File: src/comparator_params.svh
// Purpose: Named constants for the comparator control bank.
// Assumes: Included by bare name wherever the constants are needed.
// Notes:   Offsets are byte addresses on the APB register bus.
`ifndef COMPARATOR_PARAMS_SVH
`define COMPARATOR_PARAMS_SVH

`define NUM_CHANNELS       3
`define CTRL_OFFSET        12'h000
`define INSEL_OFFSET       12'h004
`define RESULT_LSB         5
`define ENABLE_LSB         0
`define CTRL_WIDTH         8
`define CTRL_RESET         8'h00
`define INSEL_RESET        3'h0
`define SYNC_STAGES        2

`endif

File: src/comparator_pkg.sv
// Purpose: Types shared by the comparator control bank modules.
// Assumes: comparator_params.svh supplies the channel count.
// Notes:   All state of each module is held in one packed struct.
`include "comparator_params.svh"

package comparator_pkg;

  typedef logic [`NUM_CHANNELS-1:0] chan_vec_t;

  typedef struct packed {
    chan_vec_t   stage1;
    chan_vec_t   stage2;
  } sync_state_t;

  typedef struct packed {
    chan_vec_t   enable;
    chan_vec_t   input_select;
    chan_vec_t   result;
    logic [31:0] read_data;
    logic        slave_error;
  } bank_state_t;

endpackage : comparator_pkg

File: src/comparator_sync.sv
// Purpose: Two-flop synchroniser for the analog comparator decisions.
// Assumes: Decisions change asynchronously to the core clock.
// Notes:   The first stage is read only by the second stage.
`timescale 1ns/1ns
`default_nettype none
`include "comparator_params.svh"

module comparator_sync
  import comparator_pkg::*;
#(
  parameter int WIDTH = `NUM_CHANNELS
) (
  // Clock and reset.
  input  wire logic             clk,
  input  wire logic             reset,
  // Raw and synchronised decisions.
  input  wire logic [WIDTH-1:0] async_in,
  output logic      [WIDTH-1:0] sync_out
);

  // The state struct is sized by the channel count, so WIDTH must match it.
  if (WIDTH != `NUM_CHANNELS) begin : g_bad_width
    $error("comparator_sync: WIDTH must equal the channel count");
  end

  sync_state_t state;
  sync_state_t next_state;

  always_comb begin
    next_state        = state;
    next_state.stage1 = async_in;
    next_state.stage2 = state.stage1;
  end

  always_ff @(posedge clk or posedge reset) begin
    if (reset) begin
      state <= '0;
    end else begin
      state <= next_state;
    end
  end

  assign sync_out = state.stage2;

endmodule : comparator_sync

`default_nettype wire

File: src/comparator_control_bank.sv
// Purpose: Comparator control register bank behind an APB slave port.
// Assumes: Analog comparators and input muxes sit outside this module.
// Notes:   No wait states; read data is captured at the setup edge.
//
// Overview of operation
// - Three channels, each own enable and result.
// - Inputs selectable between pins and reference.
// - Results reach software only, never pins.
// - Results in bits 7..5, read-only.
// - Result is one when positive input higher.
// - Enables in bits 2..0, read/write.
// - All implemented bits clear at reset.
//
// The implementer's own choices: the register offsets and the APB register port.
`timescale 1ns/1ns
`default_nettype none
`include "comparator_params.svh"

module comparator_control_bank
  import comparator_pkg::*;
#(
  parameter int ADDR_WIDTH = 12
) (
  // Clock and reset.
  input  wire logic                    REF_CLK,
  input  wire logic                    RESET,
  // APB slave port.
  input  wire logic                    PSEL,
  input  wire logic                    PENABLE,
  input  wire logic                    PWRITE,
  input  wire logic [ADDR_WIDTH-1:0]   PADDR,
  input  wire logic [31:0]             PWDATA,
  input  wire logic [3:0]              PSTRB,
  output logic      [31:0]             PRDATA,
  output logic                         PREADY,
  output logic                         PSLVERR,
  // Analog comparator interface.
  input  wire logic [`NUM_CHANNELS-1:0] COMPARATOR_DECISION,
  output logic      [`NUM_CHANNELS-1:0] CHANNEL_ENABLE,
  output logic      [`NUM_CHANNELS-1:0] CHANNEL_INPUT_SELECT
);

  // The decoder needs room for the highest register offset.
  if (ADDR_WIDTH < 3 || ADDR_WIDTH > 32) begin : g_bad_addr_width
    $error("comparator_control_bank: ADDR_WIDTH must be 3 to 32");
  end

  localparam logic [ADDR_WIDTH-1:0] CTRL_ADDR  =
    ADDR_WIDTH'(`CTRL_OFFSET);
  localparam logic [ADDR_WIDTH-1:0] INSEL_ADDR =
    ADDR_WIDTH'(`INSEL_OFFSET);
  localparam logic [`CTRL_WIDTH-1:0] CTRL_RESET_VALUE = `CTRL_RESET;

  bank_state_t state;
  bank_state_t next_state;
  chan_vec_t   decision_sync;

  // Decisions arrive from analog logic with no clock relation.
  comparator_sync #(
    .WIDTH    (`NUM_CHANNELS)
  ) u_sync (
    .clk      (REF_CLK),
    .reset    (RESET),
    .async_in (COMPARATOR_DECISION),
    .sync_out (decision_sync)
  );

  // Assembles the 8-bit control view; bits 4 and 3 stay zero.
  function automatic logic [31:0] ctrl_view(input chan_vec_t res,
                                            input chan_vec_t en);
    logic [31:0] v;
    v = '0;
    v[`RESULT_LSB +: `NUM_CHANNELS] = res;
    v[`ENABLE_LSB +: `NUM_CHANNELS] = en;
    return v;
  endfunction : ctrl_view

  logic setup_phase;
  logic access_phase;
  logic hit_ctrl;
  logic hit_insel;

  assign setup_phase  = PSEL && !PENABLE;
  assign access_phase = PSEL && PENABLE;

  always_comb begin
    hit_ctrl  = 1'b0;
    hit_insel = 1'b0;
    if (PADDR == CTRL_ADDR) begin
      hit_ctrl = 1'b1;
    end else if (PADDR == INSEL_ADDR) begin
      hit_insel = 1'b1;
    end
  end

  always_comb begin
    next_state = state;
    // A disabled channel reports zero; an enabled one tracks its decision.
    next_state.result = decision_sync & state.enable;
    if (setup_phase) begin
      next_state.slave_error = !(hit_ctrl || hit_insel);
      if (hit_ctrl) begin
        // Masking with the live enable hides a result taken before a disable.
        next_state.read_data = ctrl_view(state.result & state.enable,
                                         state.enable);
      end else if (hit_insel) begin
        next_state.read_data = {29'h0000000, state.input_select};
      end else begin
        next_state.read_data = '0;
      end
    end
    if (access_phase && PWRITE && PSTRB[0]) begin
      // Only the enable field is writable; results and gap bits ignore it.
      if (hit_ctrl) begin
        next_state.enable =
          PWDATA[`ENABLE_LSB +: `NUM_CHANNELS];
      end else if (hit_insel) begin
        next_state.input_select = PWDATA[`NUM_CHANNELS-1:0];
      end
    end
  end

  always_ff @(posedge REF_CLK or posedge RESET) begin
    if (RESET) begin
      state.enable       <= CTRL_RESET_VALUE[`ENABLE_LSB +: `NUM_CHANNELS];
      state.result       <= CTRL_RESET_VALUE[`RESULT_LSB +: `NUM_CHANNELS];
      state.input_select <= `INSEL_RESET;
      state.read_data    <= '0;
      state.slave_error  <= 1'b0;
    end else begin
      state <= next_state;
    end
  end

  // Results leave only through PRDATA; no pin carries them.
  assign PRDATA               = state.read_data;
  assign PREADY               = access_phase;
  assign PSLVERR              = access_phase && state.slave_error;
  assign CHANNEL_ENABLE       = state.enable;
  assign CHANNEL_INPUT_SELECT = state.input_select;

endmodule : comparator_control_bank

`default_nettype wire

File: config.mk
export PLATFORM = sky130hd
export DESIGN_NAME = comparator_control_bank
export DESIGN_NICKNAME = d
export VERILOG_FILES = /design/src/comparator_pkg.sv /design/src/comparator_sync.sv /design/src/comparator_control_bank.sv
export VERILOG_INCLUDE_DIRS = /design/src
export SDC_FILE = /design/constraint.sdc
export NUM_CORES = 1
export LEC_CHECK = 0
export BUFFER_PORTS_ARGS = -buffer_cell sky130_fd_sc_hd__buf_4
export CAP_MARGIN = 40
export CORE_MARGIN = 2
export CORE_UTILIZATION = 42
export CTS_BUF_LIST = sky130_fd_sc_hd__clkbuf_8
export DETAILED_ROUTE_END_ITERATION = 12
export GPL_TIMING_DRIVEN = 0
export HOLD_SLACK_MARGIN = 0.1
export PLACE_DENSITY = 0.95
export SETUP_SLACK_MARGIN = 0.05
export SKIP_CTS_REPAIR_TIMING = 1
export SYNTH_ARGS = -nofsm -noshare
export SYNTH_HDL_FRONTEND = slang
export SYNTH_SLANG_ARGS = --single-unit
File: constraint.sdc
create_clock -name REF_CLK -period 1.55 [get_ports REF_CLK]
set_clock_uncertainty 0.15 [all_clocks]
set_input_delay 0.31 -clock REF_CLK [delete_from_list [all_inputs] [get_ports REF_CLK]]
set_output_delay 0.31 -clock REF_CLK [all_outputs]
set_load 0.005 [all_outputs]
==> results of run 1 <==
[per-stage QoR]
stage,setup slack (ns),hold slack (ns),area (um2)
finish,0.137,0.0554,1640
floorplan,0.0581,0.149,1230
global placement,-0.140,0.183,1550
detailed placement,-0.147,0.186,1550
global route,0.0741,0.124,1640
CTS,0.0688,0.00313,1590
[synth_stat cells]
cell and count:
a21boi_0 1, nor4_2 2, mux2_1 3, dfrtp_1 22, conb_1 1, inv_1 2
mux2_2 3, nor2b_1 2, and2_1 4, and4_1 2, nand4b_1 1, o21ai_0 6
nand2b_1 1, buf_4 38, nor4_1 1, a21oi_1 3, nand4_1 1, nand2_1 9
and2b_1 1, and3_1 1, nor4b_1 2
[layer usage]
metal | track usage | vias up | routed length (um)
met3 | 0.0395 | 0 | 205
met2 | 0.229 | 43 | 1080
met1 | 0.140 | 364 | 826
li1 | - | 426 | -
met5 | 0 | - | 0
met4 | 0.0408 | 0 | 0
[worst paths after layout]
check	end	cells after the start	slack, ns	start
max in group asynchronous	u_sync.next_state[1]	2	0.70	RESET
min in group REF_CLK	CHANNEL_INPUT_SELECT[2]	2	0.12	PWDATA[2]
hold / removal	state[33]	2	0.06	RESET
setup / recovery	CHANNEL_INPUT_SELECT[1]	4	0.14	PADDR[5]
setup reg to reg	PRDATA[2]	3	0.47	CHANNEL_ENABLE[2]
hold reg to reg	u_sync.sync_out[0]	0	0.20	u_sync.next_state[0]
[sequential cells by signal, summed over array words and instances (netlist names)]
name	cells
state	4
u_sync.next_state	3
PRDATA	6
CHANNEL_ENABLE	3
CHANNEL_INPUT_SELECT	3
u_sync.sync_out	3
[layout by cell type, fill, tap and decap left out, types with 2 or more instances in the layout]
cell type      synthesis  layout
conb_1                 1      26
a21oi_1                3       3
dlygate4sd3_1          0       3
buf_4                 38      75
and2_1                 4       4
o21ai_0                6       6
clkbuf_8               0       3
mux2_2                 3       3
inv_1                  2       2
nand2_1                9       9
nor2b_1                2       2
dfrtp_1               22      22
nor4_4                 0       2
nor4b_1                2       2
mux2_1                 3       3
[cell families (layout without fill, tap and decap cells)]
group / Yosys count / count (layout) / synth area share
AO/OA/AOI/OAI: 10 / 10 / 0.0461
buffers and inverters: 40 / 83 / 0.257
multiplexers: 6 / 6 / 0.0593
other: 1 / 26 / 0.00329
AND/OR/NAND/NOR: 27 / 27 / 0.151
flip-flops: 22 / 22 / 0.483
[power groups by stage]
stage	Combinational (uW)	Sequential (uW)	Clock, uW
floorplan	80.5	594	0
global placement	139	594	0
detailed placement	142	595	0
CTS	143	584	343
global route	171	584	366
finish	155	584	342
[layout make-up]
class,count,area share
inverter,2,0.00458
tap,30,0.0229
timing repair buffer,40,0.188
sequential,22,0.336
multi-input combinational,69,0.250
buffer,38,0.174
clock buffer,3,0.0252
==> key figures, run 1 <==
Pwr
  – VDD IR max: between 0.5 and 0.6 mV
  – Internal power: 848 uW
  – Pwr Density: 659 nW/um2
  – Sw frac: 0.215
  – Combinational share of power: 0.144
  – Sequential power share: 0.540
  – Psw: about 230 uW
  – Leakage power: approximately 0.00092 uW
  – Clock power frac: 0.316
  – Overall power: 1080 uW

Die
  – Die Footprint: 3150 um2
  – Area of the core: 2520 um2
  – IO Pins: 96
  – Initial Util: 0.452
  – Die Y: 56.1 um
  – FP Rows: 18
  – Die W: 56.1 um

Timing
  – Slew Viols, Final: 0
  – Fin crit period: roughly 1.4 ns
  – Period utilisation layout: 0.911
  – Fmax: between 700 and 800 MHz
  – Slew headroom: 0.471
  – Slew @ Worst Pin: 0.793 ns
  – Setup TNS: 0 ns
  – # setup viols final: 0
  – RSZ-0062 raised after global routing: no
  – Hold Vio Cnt, Final: 0

Drt
  – Via count: 833
  – Average wire per standard cell: 10.3 um
  – Routed Antenna Nets: 0
  – Starting DRT DRC Count: 12
  – DRC: 0
  – Vias/cell: 4.08
  – Final wirelength: 2.11 mm
  – First-pass detailed-route iteration total: 2

Global route
  – Total track usage: 0.127
  – Gr ovfl total: 0
  – Vias in the first global route: 746
  – First-pass GRT wire length: 3.18 mm
  – Initial antenna violation count: 0
  – Largest net degree at the start of global routing: 23

Critical path
  – Critical Path AT: between 1 and 1.5 ns
  – Crit path max fanout: 3
  – CP Launch Type: input pin
  – Crit. End Element: flip-flop
  – Top delay family on crit path: simple AND/OR/NAND/NOR gates
  – WP data required: 1.54 ns
  – Slowest Stage Delay on Critical Path: 0.33 ns
  – Worst Path Buf+Inv: 1
  – Crit path kind: input pin to flip-flop
  – Slowest CP cell: nor4_4
  – Cells along the critical path: buf_4 -> nor4_4 -> and4_2 -> mux2_1

Hold path
  – Worst Hold Class: input pin to async pin

Synth
  – Post-synth cell types: 21
  – Yosys top cell area share: 0.483
  – Synth Area per Inst: 10.8 um2
  – Yosys warns: 0
  – Post-synth top area cell: dfrtp_1
  – Seq/Total Area, Yosys: 0.483
  – Mapped Area: approximately 1100 um2
  – Synth area leaders: dfrtp_1 (48%), buf_4 (25%), nand2_1 (3.0%)
  – Gate count after technology mapping: 106
  – Seq cells post-synth: 22

Placed design
  – Input/output buffers: 37
  – DP Cell Count: ~200
  – GPL Wtd Cong: 0.701
  – Detail Placement HPWL: 1.64 mm

CTS
  – Clock buffer depth: 2
  – Root buf cell: clkbuf_8
  – Clock Latency Late Sink: 0.26 ns
  – Clk slew on worst S/H paths: 0.07 ns
  – CTS buffer count: 3
  – CTS sink count: 22
  – CTS tree: built
  – Htree depth: 1

Run
  – Max-cap violations: 0

Finish
  – Fill cells: 213
  – Util after Layout: 0.650
  – # nets final: around 230
  – Synth-to-Final Area Change: 43.8%
  – Area of the multi-input gates: 409 um2
  – Non-filler cells, final: 204
  – ANT cells: 0
  – Share of cells above drive strength 1: 0.483
  – FF/Latch Area: 551 um2

Run status
  – Run status: finished clean
No activity file was read; power rests on OpenSTA's default activity.
==> inputs of run 2 (changes only) <==
- CORE_UTILIZATION: 42 -> 43
- SYNTH_HIERARCHICAL: unset -> 1
==> run 2 against run 1 <==
Effect of this change: the run now ends with negative setup slack left; utilization rose by 7.8 points; routed wire length rose by 18%; via count rose by 7.2%; worst hold slack improved by 0.081 ns; global-route usage rose by 0.56 points; non-clock buffer count rose by 10; first-iteration DRC count fell by 92%; cell count rose by 4.4%; clock-buffer cell count rose by 1; critical endpoint is now PRDATA[6].
==> key figures, run 2 <==
Drt
  – Average wire per standard cell: 11.7 um (+13%)
  – Starting DRT DRC Count: 1 (-11)
  – Via count: 893 (+7.2%)
  – First-pass detailed-route iteration total: 2 (unchanged)
  – Final wirelength: 2.48 mm (+18%)
  – Routed Antenna Nets: 0 (unchanged)
  – Vias/cell: 4.19 (+2.7%)
  – DRC: 0 (unchanged)

CTS
  – Clk slew on worst S/H paths: 0.07 ns (about the same)
  – CTS buffer count: 3 (unchanged)
  – Clock Latency Late Sink: 0.27 ns (about the same)
  – Root buf cell: clkbuf_8
  – Clock buffer depth: 2 (unchanged)
  – CTS sink count: 22 (unchanged)
  – Htree depth: 1 (unchanged)
  – CTS tree: built

Global route
  – Vias in the first global route: 772 (+3.5%)
  – First-pass GRT wire length: 3.24 mm (+1.8%)
  – Gr ovfl total: 0 (unchanged)
  – Initial antenna violation count: 0 (unchanged)
  – Largest net degree at the start of global routing: 17 (-26%)
  – Total track usage: 0.132 (+0.00558)

Synth
  – Most frequent cells after synthesis: buf_4 (38), dfrtp_1 (22), nand2_1 (9)
  – Synth area leaders: dfrtp_1 (47%), buf_4 (24%), mux2_2 (5.8%)
  – Synth async-reset ratio: 1.00 (unchanged)
  – Synth Area per Inst: 11.0 um2 (+2.1%)
  – Main combinational cell family by area after synthesis: buffers and inverters
  – Seq cells post-synth: 22 (unchanged)
  – Post-synth cell types: 22 (+4.8%)
  – Post-synthesis xor/xnor area fraction: 0 (unchanged)
  – Yosys warns: 6 (+6)
  – Seq/Total Area, Yosys: 0.469 (-0.0144)
  – Post-synth top area cell: dfrtp_1
  – Most frequent cell after synthesis: buf_4
  – Top_reg_cell synth: dfrtp_1
  – Synth Area in Adders: 0 (unchanged)
  – Yosys top cell area share: 0.469 (-0.0144)
  – Simple-gate area share of the yosys netlist: 0.130 (-0.0216)
  – EDFF count, synth: 0 (unchanged)
  – Mapped Area: 1170 um2 (+3.1%)
  – Mux contribution to synthesized area: 0.0831 (+0.0238)
  – Synth Area in Compound Gates: 0.0511 (+0.00502)
  – Gate count after technology mapping: 107 (+0.94%)

Placed design
  – Input/output buffers: 36 (-2.7%)
  – DP Cell Count: 198 (unchanged)
  – Detail Placement HPWL: 1.79 mm (+9.1%)
  – GPL Wtd Cong: 0.719 (+2.6%)

Timing
  – Period utilisation layout: 1.16 (+0.251)
  – Fin crit period: 1.80 ns (+0.389 ns)
  – Slew Viols, Final: 0 (unchanged)
  – RSZ-0062 raised after global routing: yes
  – Fmax: 555 MHz (-22%)
  – Worst hold margin: 0.136 ns (+0.0806 ns)
  – Setup TNS: -2.48 ns (-2.48 ns)
  – Slew headroom: 0.609 (+0.137)
  – PnR worst setup slack: -0.251 ns (-0.389 ns)
  – # setup viols final: 13 (+13)
  – Slew @ Worst Pin: 0.587 ns (-0.206 ns)
  – Hold Vio Cnt, Final: 0 (unchanged)

Hold path
  – Hold Path Sink: CHANNEL_ENABLE[2]
  – Hold Crit Depth: 2
  – Worst Hold Class: input pin to flip-flop
  – Worst Hold Launch: PWDATA[2]

Finish
  – Synth-to-Final Area Change: 56.2%
  – Non-filler cells, final: 213 (+4.4%)
  – ANT cells: 0 (unchanged)
  – Share of cells above drive strength 1: 0.552 (+0.0692)
  – Most frequent cells in the layout: buf_4 (74), conb_1 (26), dfrtp_1 (22), nand2_1 (9), dlygate4sd3_1 (7)
  – Fill cells: 181 (-15%)
  – # nets final: 240 (+3.4%)
  – Max reg flops: 6 (unchanged)
  – Most common cell after layout, fill and taps aside: buf_4

Pwr
  – VDD IR max: 0.790 mV (+43%)
  – Psw: 247 uW (+6.1%)
  – Internal power: 918 uW (+8.2%)
  – Clock power frac: 0.347 (+0.031)
  – Sw frac: 0.212 (-0.00338)
  – Combinational share of power: 0.153 (+0.009)
  – Pwr Density: 635 nW/um2 (-3.8%)
  – Leakage power: 0.00102 uW (+11%)
  – Sequential power share: 0.501 (-0.039)

Critical path
  – R2R setup slack: 0.56 ns (+0.09 ns)
  – WP data required: 1.58 ns (+0.04 ns)
  – Critical Path AT: 1.83 ns (+0.42 ns)
  – CP Launch Type: input pin
  – RR Startpoint: CHANNEL_ENABLE[1]
  – CP Launch Point: PADDR[3]
  – Crit. End Element: flip-flop
  – Crit path max fanout: 7 (+4)
  – Crit path kind: input pin to flip-flop
  – FF-to-FF path depth: 2 (-1)
  – RR Endpoint: PRDATA[6]

Die
  – Area of the core: 2520 um2 (unchanged)
  – Initial Util: 0.466 (+0.0139)
  – FP Rows: 18 (unchanged)
  – Die W: 56.3 um (+0.31%)
  – IO Pins: 96 (unchanged)
  – Die Footprint: 3170 um2 (+0.62%)
  – Die Y: 56.3 um (+0.31%)

Run status
  – Run status: finished, violations left
  – Failing checks: negative setup slack

Run
  – Max-cap violations: 0 (unchanged)
[run 2: cell count changes after synthesis, sizes merged, moves of 2 or more]
cell	before	now
nor4b	2	0
mux2i	0	3
and4	2	0
o31ai	0	3
a21oi	3	0
o21ai	6	3
or4	0	4
nor2b	2	0
buf	38	40
[run 2: kinds of logic after synthesis]
kind of cell	count (synthesis)
buffers and inverters	44
AOI/OAI and AO/OA	7
DFF	22
and+or+nand+nor	24
muxes	9
other	1
[run 2: power groups by stage]
stage / logic [uW] / clock network (uW) / registers (uW)
2_1_floorplan: 96.0 / 0 / 594
3_3_place_gp: 149 / 0 / 594
3_5_place_dp: 153 / 0 / 594
4_1_cts: 153 / 413 / 583
5_1_grt: 192 / 436 / 583
6_report: 178 / 404 / 583
[run 2: worst max path at each step]
stage / endpoint / cells after the start
after floorplan: state[0] / 4
after global placement: CHANNEL_INPUT_SELECT[0] / 4
after detailed placement: PRDATA[6] / 5
after CTS: CHANNEL_INPUT_SELECT[0] / 4
after global routing: PRDATA[6] / 5
final: PRDATA[6] / 5
[run 2: layer usage]
| layer | global-route usage | up-vias | part of all wire |
|---|---|---|---|
| met5 | 0 | - | 0 |
| met4 | 0.0680 | 0 | 0.014 |
| met3 | 0.0438 | 3 | 0.082 |
| met2 | 0.259 | 40 | 0.59 |
| met1 | 0.116 | 411 | 0.32 |
| li1 | - | 439 | - |
[run 2: critical path, stage by stage]
cell and delay (ns):
buf_6 0.09, or4_4 0.56, or4_4 0.50, buf_6 0.15, o31ai_4 0.23
[run 2: metrics by stage]
stage	total power, uW	worst slack (ns)	area (um2)	util
2_1_floorplan	690	-0.348	1340	-
3_3_place_gp	743	-0.501	1650	0.654
3_5_place_dp	748	-0.512	1650	0.654
4_1_cts	1150	-0.244	1700	0.676
5_1_grt	1210	-0.267	1840	0.728
6_report	1160	-0.251	1840	0.728
[run 2: final cells by class]
cell class | instances | area, um2 | share of cell area
clock buffers | 4 | 55.1 | 0.0300
plain buffers | 41 | 320 | 0.175
flip-flops and latches | 22 | 551 | 0.300
inverters | 3 | 11.3 | 0.00613
multi-input cells | 66 | 475 | 0.259
repair buffers | 47 | 385 | 0.210
well taps | 30 | 37.5 | 0.0204
